## config.mk

```make
export PLATFORM = sky130hd
export DESIGN_NAME = i2c_port_status_control
export DESIGN_NICKNAME = d
export VERILOG_FILES = /design/src/i2c_port_pkg.sv /design/src/i2c_port_status_control.sv
export SDC_FILE = /design/constraint.sdc
export NUM_CORES = 1
export LEC_CHECK = 0
export BUFFER_PORTS_ARGS = -buffer_cell sky130_fd_sc_hd__buf_2
export CELL_PAD_IN_SITES_DETAIL_PLACEMENT = 1
export CELL_PAD_IN_SITES_GLOBAL_PLACEMENT = 2
export CORE_MARGIN = 3
export CORE_UTILIZATION = 29
export CTS_CLUSTER_SIZE = 10
export DETAILED_ROUTE_END_ITERATION = 12
export GPL_TIMING_DRIVEN = 0
export PLACE_DENSITY_LB_ADDON = 0.1
export SYNTH_ARGS = -nofsm -noshare
export SYNTH_HDL_FRONTEND = slang
export SYNTH_SLANG_ARGS = --single-unit
```

## constraint.sdc

```tcl
create_clock -name core_clk -period 3.2 [get_ports core_clk]
set_input_delay 0.64 -clock core_clk [delete_from_list [all_inputs] [get_ports core_clk]]
set_output_delay 0.64 -clock core_clk [all_outputs]
set_load 0.02 [all_outputs]
```

## src/i2c_port_pkg.sv

```systemverilog
// package for the serial port status and control block, i2c mode
// assumes an ahb-lite slave at word offsets and a 10 MHz core clock
`default_nettype none
package i2c_port_pkg;
   // byte addresses on the bus
   localparam logic [7:0] CTRL_ONE_ADDR = 8'h00;
   localparam logic [7:0] STATUS_ADDR = 8'h04;
   localparam logic [7:0] DATA_ADDR = 8'h08;
   localparam logic [7:0] RELOAD_ADDR = 8'h0c;
   localparam logic [7:0] SEQ_ADDR = 8'h10;
   // control register fields
   localparam int WRITE_COLLISION_FLAG_BIT = 7;
   localparam int OVF_BIT = 6;
   localparam int EN_BIT = 5;
   localparam int CKREL_BIT = 4;
   localparam logic [7:0] CTRL_ONE_RESET = 8'h00;
   // status register fields
   localparam int RW_BIT = 2;
   localparam int UA_BIT = 1;
   localparam int BF_BIT = 0;
   // sequence trigger register fields
   localparam int SEQ_START = 0;
   localparam int SEQ_RSTART = 1;
   localparam int SEQ_STOP = 2;
   localparam int SEQ_RECV = 3;
   localparam int SEQ_ACK = 4;
   // mode codes
   localparam logic [3:0] MODE_SLV10_INT = 4'hf;
   localparam logic [3:0] MODE_SLV7_INT = 4'he;
   localparam logic [3:0] MODE_FW_MASTER = 4'hb;
   localparam logic [3:0] MODE_HW_MASTER = 4'h8;
   localparam logic [3:0] MODE_SLV10 = 4'h7;
   localparam logic [3:0] MODE_SLV7 = 4'h6;
   // ahb encodings
   localparam logic [1:0] HTRANS_NONSEQ = 2'h2;
   localparam logic [2:0] HSIZE_WORD = 3'h2;
   // one bus clock has four quarter phases
   localparam logic [9:0] QUARTERS_PER_BIT = 10'h004;
endpackage : i2c_port_pkg
`default_nettype wire

```

## src/i2c_port_status_control.sv

```systemverilog
// status and control logic of the serial port in i2c mode
// assumes a single ahb-lite master and a shifter that reports byte events
`default_nettype none
module i2c_port_status_control (
   input wire logic core_clk, // 10 MHz system clock
   input wire logic reset, // synchronous, active high
   input wire logic hsel, // slave select
   input wire logic [7:0] haddr, // byte address
   input wire logic [1:0] htrans, // transfer type
   input wire logic hwrite, // write access
   input wire logic [2:0] hsize, // transfer size
   input wire logic [31:0] hwdata, // write data
   input wire logic hready, // bus ready
   output logic [31:0] hrdata, // read data
   output logic hreadyout, // slave ready
   output logic hresp, // always okay
   input wire logic sclIn, // clock pin level
   input wire logic sdaIn, // data pin level
   input wire logic rxByteDone, // shifter finished a received byte
   input wire logic [7:0] rxByte, // byte from the shifter
   input wire logic txShifting, // shifter is sending a word
   input wire logic busFree, // master: bus allows a start
   input wire logic addrMatch, // slave: address matched, pulse
   input wire logic matchDir, // direction of matched address
   input wire logic addrNeedsReload, // 10-bit slave address phase pending
   input wire logic startSeen, // start condition detected
   input wire logic stopSeen, // stop condition detected
   input wire logic nackSeen, // non-acknowledge seen
   input wire logic seqDone, // shifter finished the current sequence
   output logic portOwnsPins, // pins are serial port pins
   output logic sclHoldLow, // drive clock low for stretch
   output logic sclOe, // clock pin output enable
   output logic [7:0] txWord, // word to send
   output logic txLoad, // pulse: load shifter
   output logic baudTick, // quarter bit tick in hardware master
   output logic masterMode, // a master mode is selected
   output logic slaveMode, // a slave mode is selected
   output logic slaveTen, // 10-bit slave mode
   output logic startStopIntEn, // start and stop interrupts enabled
   output logic portBusy // master busy indication
);
   ////////////////////////////////////////////////////////////////////
   // pin synchronisers
   logic [1:0] sclSync_reg, sclSync_next;
   logic [1:0] sdaSync_reg, sdaSync_next;
   always_comb begin
      sclSync_next = {sclSync_reg[0], sclIn};
      sdaSync_next = {sdaSync_reg[0], sdaIn};
   end
   always_ff @(posedge core_clk) begin
      if (reset) begin
         sclSync_reg <= 2'h3;
         sdaSync_reg <= 2'h3;
      end else begin
         sclSync_reg <= sclSync_next;
         sdaSync_reg <= sdaSync_next;
      end
   end

   ////////////////////////////////////////////////////////////////////
   // mode decode, shared by several places
   function automatic logic isSlave(input logic [3:0] m);
      isSlave = (m == i2c_port_pkg::MODE_SLV10_INT) || (m == i2c_port_pkg::MODE_SLV7_INT)
         || (m == i2c_port_pkg::MODE_SLV10) || (m == i2c_port_pkg::MODE_SLV7);
   endfunction : isSlave
   function automatic logic isMaster(input logic [3:0] m);
      isMaster = (m == i2c_port_pkg::MODE_HW_MASTER) || (m == i2c_port_pkg::MODE_FW_MASTER);
   endfunction : isMaster
   function automatic logic slaveTenMode(input logic [3:0] m);
      slaveTenMode = (m == i2c_port_pkg::MODE_SLV10_INT) || (m == i2c_port_pkg::MODE_SLV10);
   endfunction : slaveTenMode

   ////////////////////////////////////////////////////////////////////
   // bus address phase capture
   logic wrPend_reg, wrPend_next;
   logic [7:0] wrAddr_reg, wrAddr_next;
   logic rdPend_reg, rdPend_next;
   logic [7:0] rdAddr_reg, rdAddr_next;
   logic take;
   assign take = hsel && hready && (htrans == i2c_port_pkg::HTRANS_NONSEQ)
      && (hsize == i2c_port_pkg::HSIZE_WORD);
   always_comb begin
      wrPend_next = take && hwrite;
      rdPend_next = take && !hwrite;
      wrAddr_next = take ? haddr : wrAddr_reg;
      rdAddr_next = take ? haddr : rdAddr_reg;
   end
   always_ff @(posedge core_clk) begin
      if (reset) begin
         wrPend_reg <= 1'b0;
         rdPend_reg <= 1'b0;
         wrAddr_reg <= 8'h00;
         rdAddr_reg <= 8'h00;
      end else begin
         wrPend_reg <= wrPend_next;
         rdPend_reg <= rdPend_next;
         wrAddr_reg <= wrAddr_next;
         rdAddr_reg <= rdAddr_next;
      end
   end

   ////////////////////////////////////////////////////////////////////
   // register state
   logic [7:0] ctrl_reg, ctrl_next;
   logic [7:0] buf_reg, buf_next;
   logic [7:0] reload_reg, reload_next;
   logic [4:0] seq_reg, seq_next;
   logic full_reg, full_next;
   logic rw_reg, rw_next;
   logic ua_reg, ua_next;
   logic [3:0] mode;
   logic wrCtrl, wrData, wrReload, wrSeq, rdData;
   logic slv, mst, txDir;
   assign mode = ctrl_reg[3:0];
   assign slv = isSlave(mode);
   assign mst = isMaster(mode);
   assign txDir = slv ? rw_reg : !seq_reg[i2c_port_pkg::SEQ_RECV]; // current direction
   assign wrCtrl = wrPend_reg && (wrAddr_reg == i2c_port_pkg::CTRL_ONE_ADDR);
   assign wrData = wrPend_reg && (wrAddr_reg == i2c_port_pkg::DATA_ADDR);
   assign wrReload = wrPend_reg && (wrAddr_reg == i2c_port_pkg::RELOAD_ADDR);
   assign wrSeq = wrPend_reg && (wrAddr_reg == i2c_port_pkg::SEQ_ADDR);
   assign rdData = take && !hwrite && (haddr == i2c_port_pkg::DATA_ADDR);

   // flags: hardware set wins over a software clear in the same cycle
   always_comb begin
      ctrl_next = ctrl_reg;
      buf_next = buf_reg;
      reload_next = reload_reg;
      seq_next = seq_reg;
      full_next = full_reg;
      rw_next = rw_reg;
      ua_next = ua_reg;
      if (wrCtrl) begin
         ctrl_next = hwdata[7:0];
      end
      if (wrReload) begin
         reload_next = hwdata[7:0];
      end
      if (wrSeq) begin
         seq_next = hwdata[4:0];
      end else if (seqDone) begin
         seq_next = 5'h00; // triggers self-clear when the sequence ends
      end
      if (wrData) begin
         buf_next = hwdata[7:0];
         if (mst && txDir && !busFree) begin
            ctrl_next[i2c_port_pkg::WRITE_COLLISION_FLAG_BIT] = 1'b1;
         end
         if (slv && txDir && txShifting) begin
            ctrl_next[i2c_port_pkg::WRITE_COLLISION_FLAG_BIT] = 1'b1;
         end
      end
      if (rdData) begin
         full_next = 1'b0; // reading the buffer empties it
      end
      if (rxByteDone && !txDir) begin
         if (full_reg && !rdData) begin
            ctrl_next[i2c_port_pkg::OVF_BIT] = 1'b1;
         end else begin
            buf_next = rxByte;
            full_next = 1'b1;
         end
      end
      if (slv && addrMatch) begin
         rw_next = matchDir;
      end else if (startSeen || stopSeen || nackSeen) begin
         rw_next = 1'b0;
      end
      ua_next = slaveTenMode(mode) && addrNeedsReload;
      if (!ctrl_reg[i2c_port_pkg::EN_BIT]) begin
         full_next = 1'b0;
         rw_next = 1'b0;
         ua_next = 1'b0;
      end
   end
   always_ff @(posedge core_clk) begin
      if (reset) begin
         ctrl_reg <= i2c_port_pkg::CTRL_ONE_RESET;
         buf_reg <= 8'h00;
         reload_reg <= 8'h00;
         seq_reg <= 5'h00;
         full_reg <= 1'b0;
         rw_reg <= 1'b0;
         ua_reg <= 1'b0;
      end else begin
         ctrl_reg <= ctrl_next;
         buf_reg <= buf_next;
         reload_reg <= reload_next;
         seq_reg <= seq_next;
         full_reg <= full_next;
         rw_reg <= rw_next;
         ua_reg <= ua_next;
      end
   end

   ////////////////////////////////////////////////////////////////////
   // baud divider: a quarter-bit tick every reload+1 cycles gives
   // a bus clock of core over 4*(reload+1)
   logic [7:0] baudCnt_reg, baudCnt_next;
   logic tick_reg, tick_next;
   logic hwMaster;
   assign hwMaster = ctrl_reg[i2c_port_pkg::EN_BIT] && (mode == i2c_port_pkg::MODE_HW_MASTER);
   always_comb begin
      baudCnt_next = 8'h00;
      tick_next = 1'b0;
      if (hwMaster) begin
         if (baudCnt_reg >= reload_reg) begin
            tick_next = 1'b1;
         end else begin
            baudCnt_next = baudCnt_reg + 8'h01;
         end
      end
   end
   always_ff @(posedge core_clk) begin
      if (reset) begin
         baudCnt_reg <= 8'h00;
         tick_reg <= 1'b0;
      end else begin
         baudCnt_reg <= baudCnt_next;
         tick_reg <= tick_next;
      end
   end

   ////////////////////////////////////////////////////////////////////
   // registered outputs
   logic [31:0] rdat_reg, rdat_next;
   logic own_reg, own_next, hold_reg, hold_next, load_reg, load_next;
   logic mm_reg, mm_next, sm_reg, sm_next, st_reg, st_next, ss_reg, ss_next, busy_reg, busy_next;
   always_comb begin
      rdat_next = 32'h0000_0000;
      if (rdPend_next) begin
         if (haddr == i2c_port_pkg::CTRL_ONE_ADDR) begin
            rdat_next = {24'h000000, ctrl_next};
         end else if (haddr == i2c_port_pkg::STATUS_ADDR) begin
            rdat_next = {29'h00000000, rw_next, ua_next, full_next};
         end else if (haddr == i2c_port_pkg::DATA_ADDR) begin
            rdat_next = {24'h000000, buf_reg};
         end else if (haddr == i2c_port_pkg::RELOAD_ADDR) begin
            rdat_next = {24'h000000, reload_next};
         end else if (haddr == i2c_port_pkg::SEQ_ADDR) begin
            rdat_next = {27'h0000000, seq_next};
         end
      end
      own_next = ctrl_next[i2c_port_pkg::EN_BIT];
      // invalid codes select neither role, so no stretch or busy, but the port still owns the pins
      sm_next = own_next && isSlave(ctrl_next[3:0]);
      mm_next = own_next && isMaster(ctrl_next[3:0]);
      st_next = own_next && slaveTenMode(ctrl_next[3:0]);
      ss_next = own_next && ((ctrl_next[3:0] == i2c_port_pkg::MODE_SLV10_INT)
         || (ctrl_next[3:0] == i2c_port_pkg::MODE_SLV7_INT));
      hold_next = sm_next && !ctrl_next[i2c_port_pkg::CKREL_BIT];
      load_next = wrData && own_reg;
      busy_next = mm_next && (txShifting || (|seq_next));
   end
   always_ff @(posedge core_clk) begin
      if (reset) begin
         rdat_reg <= 32'h0000_0000;
         own_reg <= 1'b0;
         hold_reg <= 1'b0;
         load_reg <= 1'b0;
         mm_reg <= 1'b0;
         sm_reg <= 1'b0;
         st_reg <= 1'b0;
         ss_reg <= 1'b0;
         busy_reg <= 1'b0;
      end else begin
         rdat_reg <= rdat_next;
         own_reg <= own_next;
         hold_reg <= hold_next;
         load_reg <= load_next;
         mm_reg <= mm_next;
         sm_reg <= sm_next;
         st_reg <= st_next;
         ss_reg <= ss_next;
         busy_reg <= busy_next;
      end
   end
   assign hrdata = rdat_reg;
   assign hreadyout = 1'b1;
   assign hresp = 1'b0;
   assign portOwnsPins = own_reg;
   assign sclHoldLow = hold_reg;
   assign sclOe = hold_reg;
   assign txWord = buf_reg;
   assign txLoad = load_reg;
   assign baudTick = tick_reg;
   assign masterMode = mm_reg;
   assign slaveMode = sm_reg;
   assign slaveTen = st_reg;
   assign startStopIntEn = ss_reg;
   assign portBusy = busy_reg;

   ////////////////////////////////////////////////////////////////////
   // checks
   a_write_collision_flag_master: assert property (@(posedge core_clk) disable iff (reset)
      wrData && mst && txDir && !busFree |=> ctrl_reg[i2c_port_pkg::WRITE_COLLISION_FLAG_BIT])
      else $error("master write collision missed");
   a_write_collision_flag_slave: assert property (@(posedge core_clk) disable iff (reset)
      wrData && slv && txDir && txShifting |=> ctrl_reg[i2c_port_pkg::WRITE_COLLISION_FLAG_BIT])
      else $error("slave write collision missed");
   a_ovf_set: assert property (@(posedge core_clk) disable iff (reset)
      rxByteDone && !txDir && full_reg && !rdData && !wrData |=> ctrl_reg[i2c_port_pkg::OVF_BIT]
         && $stable(buf_reg))
      else $error("overflow missed");
   a_pins_owned: assert property (@(posedge core_clk) disable iff (reset)
      portOwnsPins == ctrl_reg[i2c_port_pkg::EN_BIT])
      else $error("pin ownership wrong");
   a_clk_stretch: assert property (@(posedge core_clk) disable iff (reset)
      sclHoldLow |-> slaveMode && portOwnsPins)
      else $error("stretch outside slave mode");
   a_invalid_mode: assert property (@(posedge core_clk) disable iff (reset)
      !(masterMode && slaveMode))
      else $error("two roles at once");
   a_busy_or: assert property (@(posedge core_clk) disable iff (reset)
      masterMode && (|seq_reg) && !wrSeq && !wrCtrl && !seqDone |=> portBusy)
      else $error("busy not shown");
   a_full_set: assert property (@(posedge core_clk) disable iff (reset)
      rxByteDone && !txDir && !full_reg && ctrl_reg[i2c_port_pkg::EN_BIT] |=> full_reg)
      else $error("buffer full not set");
   a_baud_period: assert property (@(posedge core_clk) disable iff (reset)
      // a zero reload legally ticks every cycle, so only longer periods are checked
      baudTick && hwMaster && (reload_reg != 8'h00) |=> !baudTick)
      else $error("baud tick too close");
   c_overflow: cover property (@(posedge core_clk) ctrl_reg[i2c_port_pkg::OVF_BIT]);
   c_collision: cover property (@(posedge core_clk) ctrl_reg[i2c_port_pkg::WRITE_COLLISION_FLAG_BIT]);
   c_stretch: cover property (@(posedge core_clk) sclHoldLow);
   c_tick: cover property (@(posedge core_clk) baudTick);
endmodule : i2c_port_status_control
`default_nettype wire
```

==> results of run 1 <==
worst min path at each step:
stage / cells past startpoint / slack (ps) / endpoint / startpoint
after detailed placement: 2 / 450 / reload_reg[2]$_SDFF_PP0_ / reload_reg[2]$_SDFF_PP0_
final: 2 / 460 / reload_reg[2]$_SDFF_PP0_ / reload_reg[2]$_SDFF_PP0_
after CTS: 2 / 460 / reload_reg[2]$_SDFF_PP0_ / reload_reg[2]$_SDFF_PP0_
after floorplan: 2 / 440 / reload_reg[1]$_SDFF_PP0_ / reload_reg[1]$_SDFF_PP0_
after global routing: 2 / 490 / reload_reg[2]$_SDFF_PP0_ / reload_reg[2]$_SDFF_PP0_
after global placement: 2 / 450 / reload_reg[1]$_SDFF_PP0_ / reload_reg[1]$_SDFF_PP0_
where the power goes:
group	switching, mW	internal [mW]	total (mW)
sequential	0.000537	0.798	0.798
combinational	0.0804	0.0508	0.131
clock	0.356	0.584	0.939
cells in the final DEF, fill, tap and decap left out, drive strengths merged, types with 14 or more instances in the layout:
cell type / Yosys / routed
buf: 31 / 98
dfxtp: 64 / 64
nor2: 42 / 42
clkbuf: 15 / 28
mux2i: 26 / 26
conb: 2 / 26
a211oi: 18 / 18
inv: 17 / 17
a21oi: 16 / 16
nand2: 14 / 14
area by class of cell:
cell class / instances / area [um2]
fill: 1350 / 6880
multi-input combinational: 274 / 1860
sequential: 64 / 1280
timing repair buffer: 67 / 335
buffer: 46 / 289
clock buffer: 13 / 270
tap: 140 / 175
inverter: 17 / 63.8
clock inverter: 3 / 15.0
metrics by stage:
step / hold WS [ps] / instances / utilization / setup WS (ps) / power (mW)
after floorplan: 436 / 401 / - / 694 / 0.893
after global placement: 445 / 608 / 0.359 / 89.9 / 0.943
after detailed placement: 452 / 608 / 0.359 / 128 / 0.944
after CTS: 459 / 624 / 0.384 / 472 / 1.89
after global routing: 491 / 624 / 0.384 / 321 / 1.95
final: 457 / 624 / 0.384 / 422 / 1.87
worst max-delay path: stages:
cell and delay [ps]:
buf_2 100, or4_1 510, buf_2 180, nor4_1 870
a22oi_1 260, o32ai_1 410
logic make-up (layout without fill, tap and decap cells):
kind of cell / count (synthesis) / count (layout)
compound gates: 79 / 79
xor+xnor: 7 / 7
fa+ha+maj: 9 / 9
buf+inv: 63 / 146
flops: 64 / 64
mux: 30 / 30
other cells: 2 / 26
simple gates: 123 / 123
metal layers:
layer | routed length, um | GRT usage | part of all wire
met5 | 0 | 0 | 0
met4 | 141 | 0.0641 | 0.013
met1 | 5420 | 0.248 | 0.49
met2 | 4900 | 0.270 | 0.44
met3 | 548 | 0.0243 | 0.050
==> results.toml, run 1 <==
[logic_synthesis]
async_flop_share = 0
yosysTopAreaCell = "dfxtp_1"
synth_simple_gate_area_share = 0.201
synth_cell_type_count = 64
yosysMostFrequentCell = "dfxtp_1"
synth-seq-cells = 64
synth_fa_ha_area_frac = 0.0331
seq_area_frac_synth = 0.376
yosys.area.top_type_share = 0.376
synthMuxAreaShare = 0.0896
synth_area_um2 = 3410
synth_xor_area_frac = 0.0180
ys.flop_type = "dfxtp_1"
synthTopCellsByCount = "64 x dfxtp_1, 41 x nor2_1, 27 x buf_4"
synth_top_family_by_area = "simple AND/OR/NAND/NOR gates"
ys_top_cells_by_area = "dfxtp_1 38%, mux2i_1 7.6%, buf_4 6.0%"
syn_inst = 377
synth_edf_count = 0
ys_warn_count = 0
avgSynthCellArea_um2 = 9.03
synth_compound_area_frac = 0.177

[clock_tree]
cts_tree = "done"
cts_buffers = 9
htreeDepth = 3
postCtsHoldBufs = 0
clk_pin_slew_ps = 50
post_cts_resized = 0
insertion_delay_ps = 330
cts_sinks = 64
postCtsSetupBuffers = 0
cts-root-buf = "clkbuf_16"
ctsLongestPathBuffers = 2

[setup_path]
r2r_slack_ps = 630
endpoint_kind = "register"
endpoint = "hrdata[1]$_SDFF_PP0_"
reg2reg_depth = 7
path_class = "input pin to register"
crit_fanout = 7
reg2reg_to = "hrdata[6]$_SDFF_PP0_"
startpoint_type = "input pin"
crit_arrival_ps = 2990
cp_data_required_time_ps = 3410
critPathLaunch = "haddr[0]"
r2r_start = "wrAddr_reg[4]$_SDFFE_PP0N_"

[grt]
overflow = 0
grt_usage = 0.175
grt_pass1_vias = 3107
grt_max_degree = 11
grt_antenna_before_repair = 0
grt_pass1_wl_um = 17400

[finish]
final_nets = 558
num_antenna_cells = 0
fin_area_um2 = 4290
area_delta_synth_final_pct = 26.0
drive_above_1_share = 0.285

[pwr]
irDropWorstVdd_v = 0.000205
leakage_nw = 1.79
powerDensity_nw_per_um2 = 435

[drt]
vias = 3093
viasPerCell = 4.96
drt-total-wl_um = 11000
drt_iter0_markers = 106
ant_nets = 0
post-route-drc-count = 0
dr.pass1.iters = 4
wl_per_cell_um = 17.6

[die]
io_pins = 122
initial_core_util = 0.305
die_area_um2 = 13100
die_w_um = 114
rows = 38
die_height_um = 114
core_um2 = 11200

[status]
outcome = "finished clean"

[place]
port_buffers = 67
hpwl_um = 8600
gp_congestion = 0.810
placed_cell_area_um2 = 4010

[timing]
slew_headroom = 0.282
setup_viol = 0
hold_viol = 0
fin_crit_sh = 0.868
skew_ps = 4.94
fin_setup_tns_ps = 0
fin_crit_ps = 2780
rsz0062_at_grt = "false"
slew_viol_final = 0
worstMarginPinSlew_ps = 1070
max_freq_mhz = 360

[hold_path]
hold_class = "register to register"

[run]
drv_cap = 0
Power figures use the tool's default switching activity.
==> inputs of run 2 (changes only) <==
ABC_AREA = 1   (was default)
CORE_UTILIZATION = 26   (was 29)
clock period = 2.8 ns   (was 3.2 ns; I/O delays follow)
==> run 2 against run 1 <==
Via count grew 5.3%. Sequential power grew 14%. Critical path depth grew 2. Sequential cell count is the same. Total power grew 17%. Synthesized cell count grew 30%. First-iteration DRC count shrank 15%. Critical endpoint is now hrdata[7]$_SDFF_PP0_. Count of clock-buffer cells in the layout is the same.
==> results.toml, run 2 <==
[timing]
setup_ws_ps = 1010
slew_headroom = 0.506
fin_crit_sh = 0.640
worstMarginPinSlew_ps = 738
max_freq_mhz = 558
fin_crit_ps = 1790
skew_ps = 7.08
setup_viol = 0
slew_viol_final = 0
fin_setup_tns_ps = 0
hold_viol = 0
rsz0062_at_grt = "false"

[setup_path]
startpoint_type = "input pin"
cp_num_buf_inv = 1
r2r_slack_ps = 1050
crit_fanout = 8
r2r_start = "ctrl_reg[1]$_SDFF_PP0_"
reg2reg_to = "txWord[6]$_SDFF_PP0_"
crit_arrival_ps = 2070
path_class = "input pin to register"
crit_top_cell = "nor2_1"
reg2reg_depth = 8
cp_data_required_time_ps = 3080
cpPeakStageDelay_ps = 580
critical_path.top_delay_family = "simple AND/OR/NAND/NOR gates"
endpoint_kind = "register"
worstPathCellList = "buf_2 -> nor2_1 -> nand3_1 -> nor2_1 -> nand3_1 -> nand2_1 -> a21oi_1 -> nor2_1"
crit_slowest_cell = "nor2_1"

[logic_synthesis]
avgSynthCellArea_um2 = 6.88
syn_inst = 489
seq_area_frac_synth = 0.381
synth_edf_count = 0
synth_cell_type_count = 36
ys.flop_type = "dfxtp_1"
yosysTopAreaCell = "dfxtp_1"
yosysMostFrequentCell = "nand2_1"
yosys.area.top_type_share = 0.381
synth-seq-cells = 64
synth_area_um2 = 3370
synthTopCellsByCount = "97 x nand2_1, 82 x nor2_1, 64 x dfxtp_1"
ys_top_cells_by_area = "dfxtp_1 38%, nand2_1 11%, nor2_1 9.1%"
async_flop_share = 0
ys_warn_count = 0

[drt]
wl_met3_um = 588
wl_met1_um = 5020
wl_per_cell_um = 14.0
drt-total-wl_um = 10700
post-route-drc-count = 0
drt_iter0_markers = 90
wl_met2_um = 4810
ant_nets = 0
vias = 3258
viasPerCell = 4.26
dr.pass1.iters = 4
highest_layer = "met4"

[pwr]
internal_power_mw = 1.70
swShare = 0.224
pwr-share-comb = 0.064
leakage_nw = 2.10
irDropWorstVdd_v = 0.000253
clockPowerShare = 0.519
powerDensity_nw_per_um2 = 509
p_switching_mw = 0.491
power.share.sequential = 0.417

[grt]
grt_antenna_before_repair = 0
grt_usage = 0.155
grt_pass1_wl_um = 17100
grt_max_degree = 11
overflow = 0
grt_pass1_vias = 3347

[clock_tree]
ctsLongestPathBuffers = 2
clk_pin_slew_ps = 50
cts_buffers = 9
postCtsSetupBuffers = 0
cts_tree = "done"
htreeDepth = 3
cts_sinks = 64
insertion_delay_ps = 330
postCtsHoldBufs = 0
post_cts_resized = 0
cts-root-buf = "clkbuf_16"

[finish]
area_delta_synth_final_pct = 28.0
num_antenna_cells = 0
final_nets = 671
final_common_cell = "nand2_1"
drive_above_1_share = 0.221
final_cell_mix = "97 x nand2_1, 82 x nor2_1, 69 x buf_2"

[die]
die_area_um2 = 14300
die_w_um = 120
io_pins = 122
rows = 40
initial_core_util = 0.273
die_height_um = 120
core_um2 = 12300

[hold_path]
hold_class = "input pin to register"
hold_start = "haddr[7]"
whs_path_depth = 3
hold_end = "wrAddr_reg[7]$_SDFFE_PP0N_"

[place]
hpwl_um = 8820
gp_congestion = 0.835
port_buffers = 68
preCtsSetupSlack_ps = 649

[run]
drv_cap = 0

[status]
outcome = "finished clean"
==> run 2: changes by cell type in the layout (fill, tap and decap cells not counted), sizes merged, moves of 10 or more <==
cell	delta
clkbuf	-10
nand3	+28
nor2	+48
o21ai	+22
mux2i	-26
a21oi	+11
a211oi	-17
inv	+49
nand2	+87
==> run 2: logic make-up (layout without fill, tap and decap cells) <==
logic type,after synthesis,in the layout,share of synthesized area
and+or+nand+nor,244,244,0.322
AOI/OAI and AO/OA,63,63,0.0981
adders and majority gates,9,9,0.0335
xor gates and xnor gates,6,6,0.0156
other,2,26,0.00223
DFF,64,64,0.381
buffers and inverters,101,185,0.148
==> run 2: layout make-up <==
type	instances	area (um2)
well taps	168	210
flip-flops and latches	64	1280
repair buffers	68	340
multi-input cells	348	1680
plain buffers	35	249
inverters	66	248
clock buffers	13	260
fillers	1612	8010
clock inverters	3	40.0
==> run 2: worst max-delay path by stage <==
| stage | cells past startpoint | from | end | slack (ps) |
|---|---|---|---|---|
| floorplan | 9 | haddr[0] | txWord[7]$_SDFF_PP0_ | 1120 |
| finish | 8 | haddr[0] | hrdata[7]$_SDFF_PP0_ | 1010 |
| global route | 8 | ctrl_reg[2]$_SDFF_PP0_ | txWord[5]$_SDFF_PP0_ | 810 |
| global placement | 8 | haddr[0] | hrdata[7]$_SDFF_PP0_ | 630 |
| CTS | 8 | ctrl_reg[2]$_SDFF_PP0_ | txWord[6]$_SDFF_PP0_ | 990 |
| detailed placement | 7 | haddr[0] | hrdata[1]$_SDFF_PP0_ | 650 |
==> run 2: per-stage QoR <==
stage	util	std cells	cell area [um2]	power, mW	hold WS, ps
floorplan	-	513	3460	1.02	430
finish	0.350	765	4310	2.19	479
CTS	0.350	765	4310	2.22	471
global placement	0.325	749	4010	1.07	446
detailed placement	0.325	749	4010	1.07	487
global route	0.350	765	4310	2.28	500
==> run 2: layer usage <==
metal  up-vias  track usage
met4         0       0.0737
met5         -            0
met2        87        0.250
met3        15       0.0278
li1       1698            -
met1      1458        0.201
==> run 2: power groups by stage <==
stage / sequential (mW) / combinational [mW] / clock (mW)
floorplan: 0.932 / 0.0880 / 0
global placement: 0.933 / 0.139 / 0
detailed placement: 0.933 / 0.140 / 0
CTS: 0.913 / 0.140 / 1.17
global route: 0.912 / 0.155 / 1.21
finish: 0.913 / 0.141 / 1.14
==> run 2: worst min-delay path, stage by stage <==
cell	delay [ps]
buf_2	100
nor2_1	40
nor2_1	80
